--- src/inc/pbv_pkg.sv ---
// shared constants for the buck voltage serial slave
package pbv_pkg;
  localparam logic [6:0] SLAVE_ADDR       = 7'h68;  // 1101000
  localparam logic [7:0] BUCK_ONE_OFFSET  = 8'h00;
  localparam logic [7:0] BUCK_TWO_OFFSET  = 8'h01;
  localparam logic [6:0] VCODE_RESET      = 7'h10;
  localparam logic [6:0] VCODE_MAX        = 7'h6f;  // 3.600 V
  localparam int         VCODE_BASE_MV    = 825;
  localparam int         VCODE_STEP_MV    = 25;
  localparam int         VCODE_FIELD_MSB  = 6;
  localparam int         RESERVED_BIT     = 7;
  localparam int         DIR_BIT          = 0;
  localparam int         MAX_RATE_KBPS    = 400;

  typedef enum logic [5:0] {
    ST_IDLE = 6'b000001,
    ST_ADDR = 6'b000010,
    ST_ACK  = 6'b000100,
    ST_RX   = 6'b001000,
    ST_TX   = 6'b010000,
    ST_MACK = 6'b100000
  } pbv_state_t;
endpackage

--- src/logic/pbv_sync.sv ---
// two-flop synchroniser with edge detection on the synchronised level
`timescale 1ns/1ps
module pbv_sync
(
  input  wire logic clock_in,    // system clock
  input  wire logic reset_n_in,  // async reset, active low
  input  wire logic async_in,    // pin level
  output logic      level_out,   // synchronised level
  output logic      rise_out,    // one-cycle rising edge
  output logic      fall_out     // one-cycle falling edge
);
  logic meta_r;
  logic sync_r;
  logic prev_r;

  // lines idle high through their pull-ups
  always_ff @(posedge clock_in or negedge reset_n_in)
  begin
    if (!reset_n_in)
    begin
      meta_r <= 1'b1;
      sync_r <= 1'b1;
      prev_r <= 1'b1;
    end
    else
    begin
      meta_r <= async_in;
      sync_r <= meta_r;
      prev_r <= sync_r;
    end
  end

  assign level_out = sync_r;
  assign rise_out  = sync_r & ~prev_r;
  assign fall_out  = ~sync_r & prev_r;
endmodule // pbv_sync

--- src/logic/pbv_slave.sv ---
// two-wire serial slave with the two buck voltage-code registers
// How it works
// - slave only; acknowledges address 1101000, ignores every other address
// - bit after the address: zero means master writes, one means reads
// - supports write, pointer-then-restart read, and read at current pointer
// - both registers take their reset value at start-up before any access
// - first converter code at pointer 0x00, second at 0x01
// - eight bits: top bit reserved reads zero, low seven reset to 0x10
// - code 00 is 0.825 V, plus 25 mV per step, 6F is 3.600 V
// - open-drain clock and data lines with pull-ups, at most 400 kb/s
`timescale 1ns/1ps
module pbv_slave
  import pbv_pkg::*;
(
  input  wire logic       clock_in,                // 200 MHz system clock
  input  wire logic       reset_n_in,              // async reset, active low
  input  wire logic       serial_clock_in,         // bus clock pin level
  input  wire logic       serial_data_pin_in,      // data pin level
  output logic            serial_data_pin_out,     // data drive value
  output logic            serial_data_pin_oe_n_out,// low while driving
  output logic [6:0]      first_step_down_converter_out,  // code to buck 1
  output logic [6:0]      second_step_down_converter_out  // code to buck 2
);
  logic scl;
  logic scl_rise;
  logic scl_fall;
  logic sda;
  logic sda_rise;
  logic sda_fall;

  // both pins pass two flops before any logic sees them
  pbv_sync u_scl_sync
  (
    .clock_in   (clock_in),
    .reset_n_in (reset_n_in),
    .async_in   (serial_clock_in),
    .level_out  (scl),
    .rise_out   (scl_rise),
    .fall_out   (scl_fall)
  );

  pbv_sync u_sda_sync
  (
    .clock_in   (clock_in),
    .reset_n_in (reset_n_in),
    .async_in   (serial_data_pin_in),
    .level_out  (sda),
    .rise_out   (sda_rise),
    .fall_out   (sda_fall)
  );

  logic start_cond;
  logic stop_cond;
  assign start_cond = scl & sda_fall;
  assign stop_cond  = scl & sda_rise;

  pbv_state_t state_r;
  pbv_state_t state_nxt;
  logic [7:0] shift_r;
  logic [7:0] shift_nxt;
  logic [3:0] bit_cnt_r;
  logic [3:0] bit_cnt_nxt;
  logic       rd_mode_r;
  logic       rd_mode_nxt;
  logic       ptr_phase_r;     // next written byte is the pointer
  logic       ptr_phase_nxt;
  logic [7:0] pointer_r;
  logic [7:0] pointer_nxt;
  logic [6:0] code_r     [2];
  logic [6:0] code_nxt   [2];
  logic       drive_low_r;
  logic       drive_low_nxt;
  logic       mack_ok_r;
  logic       mack_ok_nxt;

  // reserved bit reads as zero
  function automatic logic [7:0] read_reg(input logic [7:0] ptr,
                                          input logic [6:0] c0,
                                          input logic [6:0] c1);
    logic [7:0] v;
    v = 8'h00;
    if (ptr == BUCK_ONE_OFFSET)
      v = {1'b0, c0};
    else if (ptr == BUCK_TWO_OFFSET)
      v = {1'b0, c1};
    return v;
  endfunction

  always_comb
  begin
    state_nxt     = state_r;
    shift_nxt     = shift_r;
    bit_cnt_nxt   = bit_cnt_r;
    rd_mode_nxt   = rd_mode_r;
    ptr_phase_nxt = ptr_phase_r;
    pointer_nxt   = pointer_r;
    code_nxt      = code_r;
    drive_low_nxt = drive_low_r;
    mack_ok_nxt   = mack_ok_r;
    if (start_cond)
    begin
      // a repeated start keeps the pointer for the restarted read
      state_nxt     = ST_ADDR;
      bit_cnt_nxt   = 4'h0;
      drive_low_nxt = 1'b0;
    end
    else if (stop_cond)
    begin
      state_nxt     = ST_IDLE;
      drive_low_nxt = 1'b0;
    end
    else
    begin
      case (state_r)
        ST_IDLE:
        begin
          drive_low_nxt = 1'b0;
        end
        ST_ADDR, ST_RX:
        begin
          if (scl_rise)
          begin
            shift_nxt   = {shift_r[6:0], sda};
            bit_cnt_nxt = bit_cnt_r + 4'h1;
          end
          else if (scl_fall && bit_cnt_r == 4'h8)
          begin
            bit_cnt_nxt = 4'h0;
            if (state_r == ST_ADDR)
            begin
              // foreign addresses are ignored, no ack
              if (shift_r[7:1] == SLAVE_ADDR)
              begin
                rd_mode_nxt   = shift_r[DIR_BIT];
                ptr_phase_nxt = ~shift_r[DIR_BIT];
                drive_low_nxt = 1'b1;
                state_nxt     = ST_ACK;
              end
              else
                state_nxt = ST_IDLE;
            end
            else
            begin
              drive_low_nxt = 1'b1;
              state_nxt     = ST_ACK;
              if (ptr_phase_r)
              begin
                pointer_nxt   = shift_r;
                ptr_phase_nxt = 1'b0;
              end
              else
              begin
                // codes above the top step are stored but undefined
                if (pointer_r == BUCK_ONE_OFFSET)
                  code_nxt[0] = shift_r[VCODE_FIELD_MSB:0];
                else if (pointer_r == BUCK_TWO_OFFSET)
                  code_nxt[1] = shift_r[VCODE_FIELD_MSB:0];
                pointer_nxt = pointer_r + 8'h01;
              end
            end
          end
        end
        ST_ACK:
        begin
          if (scl_fall)
          begin
            if (rd_mode_r)
            begin
              // read at current pointer, pointer-first or not
              shift_nxt     = read_reg(pointer_r, code_r[0], code_r[1]);
              drive_low_nxt = ~shift_nxt[7];
              bit_cnt_nxt   = 4'h1;
              state_nxt     = ST_TX;
            end
            else
            begin
              drive_low_nxt = 1'b0;
              state_nxt     = ST_RX;
            end
          end
        end
        ST_TX:
        begin
          if (scl_fall)
          begin
            if (bit_cnt_r == 4'h8)
            begin
              drive_low_nxt = 1'b0;
              bit_cnt_nxt   = 4'h0;
              pointer_nxt   = pointer_r + 8'h01;
              state_nxt     = ST_MACK;
            end
            else
            begin
              shift_nxt     = {shift_r[6:0], 1'b0};
              drive_low_nxt = ~shift_r[6];
              bit_cnt_nxt   = bit_cnt_r + 4'h1;
            end
          end
        end
        ST_MACK:
        begin
          if (scl_rise)
            mack_ok_nxt = ~sda;
          else if (scl_fall)
          begin
            if (mack_ok_r)
            begin
              shift_nxt     = read_reg(pointer_r, code_r[0], code_r[1]);
              drive_low_nxt = ~shift_nxt[7];
              bit_cnt_nxt   = 4'h1;
              state_nxt     = ST_TX;
            end
            else
              state_nxt = ST_IDLE;
          end
        end
        default:
        begin
          state_nxt     = ST_IDLE;
          drive_low_nxt = 1'b0;
        end
      endcase
    end
  end

  always_ff @(posedge clock_in or negedge reset_n_in)
  begin
    if (!reset_n_in)
    begin
      state_r     <= ST_IDLE;
      shift_r     <= 8'h00;
      bit_cnt_r   <= 4'h0;
      rd_mode_r   <= 1'b0;
      ptr_phase_r <= 1'b0;
      pointer_r   <= BUCK_ONE_OFFSET;
      code_r[0]   <= VCODE_RESET;
      code_r[1]   <= VCODE_RESET;
      drive_low_r <= 1'b0;
      mack_ok_r   <= 1'b0;
    end
    else
    begin
      state_r     <= state_nxt;
      shift_r     <= shift_nxt;
      bit_cnt_r   <= bit_cnt_nxt;
      rd_mode_r   <= rd_mode_nxt;
      ptr_phase_r <= ptr_phase_nxt;
      pointer_r   <= pointer_nxt;
      code_r      <= code_nxt;
      drive_low_r <= drive_low_nxt;
      mack_ok_r   <= mack_ok_nxt;
    end
  end

  // open drain: only ever pull low
  assign serial_data_pin_out      = 1'b0;
  assign serial_data_pin_oe_n_out = ~drive_low_r;
  assign first_step_down_converter_out  = code_r[0];
  assign second_step_down_converter_out = code_r[1];
endmodule // pbv_slave

--- config.mk ---
export PLATFORM = sky130hd
export DESIGN_NAME = pbv_slave
export DESIGN_NICKNAME = d
export VERILOG_FILES = /design/src/inc/pbv_pkg.sv /design/src/logic/pbv_sync.sv /design/src/logic/pbv_slave.sv
export SDC_FILE = /design/constraint.sdc
export NUM_CORES = 1
export LEC_CHECK = 0
export BUFFER_PORTS_ARGS = -buffer_cell sky130_fd_sc_hd__buf_2
export CAP_MARGIN = 20
export CORE_MARGIN = 2
export CORE_UTILIZATION = 60
export DETAILED_ROUTE_END_ITERATION = 8
export PLACE_DENSITY_LB_ADDON = 0.25
export SYNTH_ARGS = -nofsm -noshare
export SYNTH_HDL_FRONTEND = slang
export SYNTH_SLANG_ARGS = --single-unit
--- constraint.sdc ---
create_clock -name clock_in -period 7.13 [get_ports clock_in]
set_clock_uncertainty 0.2 [all_clocks]
set_input_delay 2.139 -clock clock_in [delete_from_list [all_inputs] [get_ports clock_in]]
set_output_delay 2.139 -clock clock_in [all_outputs]
set_load 0.1 [all_outputs]
==> flow_summary_export.csv <==
group,metric,value,unit
drt,drc_errors,0,
logic_synthesis,ys_types,64,
critical_path,critPathRequiredTime,4.79,ns
critical_path,cp-end-kind,"primary output",
global_route,grt_overflow_total,0,
logic_synthesis,async_reset_ff_frac,1.00,
floorplan,pin_count,20,
final_layout,final_common_cell,"dfrtp_1",
logic_synthesis,syn_nets,298,
final_layout,final_cell_mix,"dfrtp_1 (41), nor2_1 (27), mux2_2 (22)",
sta,hold_violations,0,
critical_path,r2r_cells,5,
drt,vias,2239,
critical_path,worstPathArrival,1.29,ns
critical_path,crit_chain,"buf_2",
floorplan,die_area,5420,sq um
logic_synthesis,netlist_instances,289,
floorplan,core_area,4690,sq um
final_layout,drive_gt1_frac,0.237,
floorplan,rows,25,
drt,drt_iter0_markers,211,
power,max-vdd-ir-drop,0.125,mV
logic_synthesis,synth_edf_count,0,
logic_synthesis,yosysWarnings,0,
clock_tree,holdBufCountCts,0,
place,placed_area,2960,sq um
clock_tree,clock_latency,0.31,ns
clock_tree,post_cts_buffers,0,
final_layout,fin_area,3090,sq um
critical_path,crit_family,"flip-flops",
critical_path,path_class,"reg -> out",
critical_path,worstPathMaxFanout,3,
sta,finalSetupTns,0,ns
clock_tree,cts_resized,0,
sta,finalCritPeriodShare,0.509,
sta,fmax,275,MHz
drt,drt-pass1-iter-count,4,
sta,slew_headroom,0.589,
clock_tree,clock_sinks,50,
critical_path,start_kind,"register",
floorplan,start_util,0.620,
sta,grt_setup_unrepaired,"no",
run_status,outcome,"complete, no violations",
global_route,grtUsageTotal,0.238,
drt,final_antenna_net_count,0,
sta,finalMaxSlewViolations,0,
place,routabilityCongestion,0.896,
clock_tree,cts_buffer_depth,2,
floorplan,die-height,73.6,um
sta,tightest_slew,0.601,ns
place,port_buffers,18,
critical_path,crit_path_max_incr_delay,0.55,ns
power,p_leak,1.36,nW
logic_synthesis,synth_seq_cells,50,
final_layout,layout.nets,307,
clock_tree,numCtsBuffers,5,
final_layout,syn2layout_area_growth,6.28,%
final_layout,num-fill-cells,389,
critical_path,worstSetupPathDepth,1,
min_path,hold_class,"reg -> reg",
final_layout,post-route-util,0.659,
sta,setup_viol,0,
power,cellPowerDensity,236,nW/um^2
critical_path,slowest_stage,"dfstp_2",
min_path,hold_depth,0,
drt,wl_per_cell,16.8,um
global_route,antenna_found_initial,0,
global_route,grt_pass1_vias,1968,
clock_tree,htreeDepth,2,
drt,routed_wl,5920,um
global_route,grt_pass1_wl,9800,um
global_route,grt_max_degree,51,
critical_path,path_buf_inv,1,
job,max_cap_viol_count,0,
final_layout,instances_no_fill,353,
place,dp_hpwl,4140,um
clock_tree,clk_pin_slew,0.10,ns
floorplan,die_w,73.6,um
sta,finalCriticalPeriod,3.63,ns
drt,viasPerCell,6.34,
clock_tree,cts_tree,"yes",
logic_synthesis,synthFlopType,"dfrtp_1",
logic_synthesis,syn_area,2910,sq um
final_layout,n_antenna_cell,0,
place,place_inst,344,
logic_synthesis,synth.avg_cell_area,10.1,sq um
clock_tree,cts.root.buffer_cell,"clkbuf_8",
logic_synthesis,seq_area_frac_synth,0.434,
==> kinds of logic (layout without fill, tap and decap cells) <==
group | after synthesis | after routing | share of synthesized area
flip-flops | 50 | 50 | 0.434
XOR/XNOR | 4 | 4 | 0.0146
buffers and inverters | 25 | 35 | 0.0473
adder cells (fa/ha/maj) | 5 | 5 | 0.0215
AND/OR/NAND/NOR | 110 | 110 | 0.222
multiplexers | 25 | 25 | 0.0954
other | 1 | 1 | 0.00129
AO/OA/AOI/OAI | 69 | 69 | 0.164
==> synth_stat cells, drive strengths merged, types with 4 or more instances <==
library cell  number  area, sq um
o41ai              4         35.0
a21oi             22          114
mux2              22          248
nand2             16         62.6
and3               5         31.3
dfrtp             41         1030
inv                8         30.0
buf               14         96.3
nand3             10         55.1
nor2              27          101
o22a               4         35.0
dfstp              9          236
and2               4         25.0
nor2b              6         37.5
ha                 5         62.6
nor3b              6         45.0
o21ai             15         75.1
nor3              11         65.1
==> registers in the layout, indices dropped and copies added, names as in the netlist, 4 cells and up <==
register,flops
shift_r,8
second_step_down_converter_out,7
first_step_down_converter_out,7
bit_cnt_r,4
pointer_r,8
state_r,6
==> report_power, final <==
| group | internal [mW] | total, mW | switching, mW |
|---|---|---|---|
| logic | 0.0730 | 0.158 | 0.0851 |
| registers | 0.311 | 0.362 | 0.0509 |
| clock network | 0.105 | 0.208 | 0.103 |
| total | 0.490 | 0.729 | 0.239 |
==> metrics by stage <==
stage | setup slack, ns | hold WS, ns | total power, mW
3_3_place_gp | 3.83 | 0.146 | 0.518
5_1_grt | 3.47 | 0.165 | 0.768
3_5_place_dp | 3.79 | 0.149 | 0.522
6_report | 3.50 | 0.160 | 0.729
2_1_floorplan | 3.85 | 0.145 | 0.489
4_1_cts | 3.50 | 0.162 | 0.729
==> metal layers <==
| layer | GRT usage | wire length, um | vias to the layer above |
|---|---|---|---|
| met1 | 0.371 | 2850 | 1089 |
| li1 | - | - | 1075 |
| met4 | 0.0788 | 107 | 0 |
| met3 | 0.0453 | 307 | 10 |
| met5 | 0 | 0 | - |
| met2 | 0.331 | 2660 | 65 |
==> cell type report <==
type | instances | area, sq um | area share
Multi-Input combinational cell | 214 | 1510 | 0.488
Clock buffer | 5 | 68.8 | 0.0222
Tap cell | 54 | 67.6 | 0.0218
Timing Repair Buffer | 19 | 110 | 0.0356
Inverter | 8 | 30.0 | 0.00971
Sequential cell | 50 | 1260 | 0.408
Clock inverter | 3 | 43.8 | 0.0142
==> worst paths after layout <==
check	slack (ns)	endpoint	from
setup reg to reg	4.48	shift_r[5]	u_scl_sync.level_out
min in group asynchronous	1.56	bit_cnt_r[1]	reset_n_in
setup / recovery	3.50	first_step_down_converter_out[4]	first_step_down_converter_out[4]
hold reg to reg	0.16	u_scl_sync.level_out	u_scl_sync.meta_r
max in group asynchronous	4.59	first_step_down_converter_out[4]	reset_n_in
hold / removal	0.16	u_scl_sync.level_out	u_scl_sync.meta_r
No activity file was read; power rests on OpenSTA's default activity.
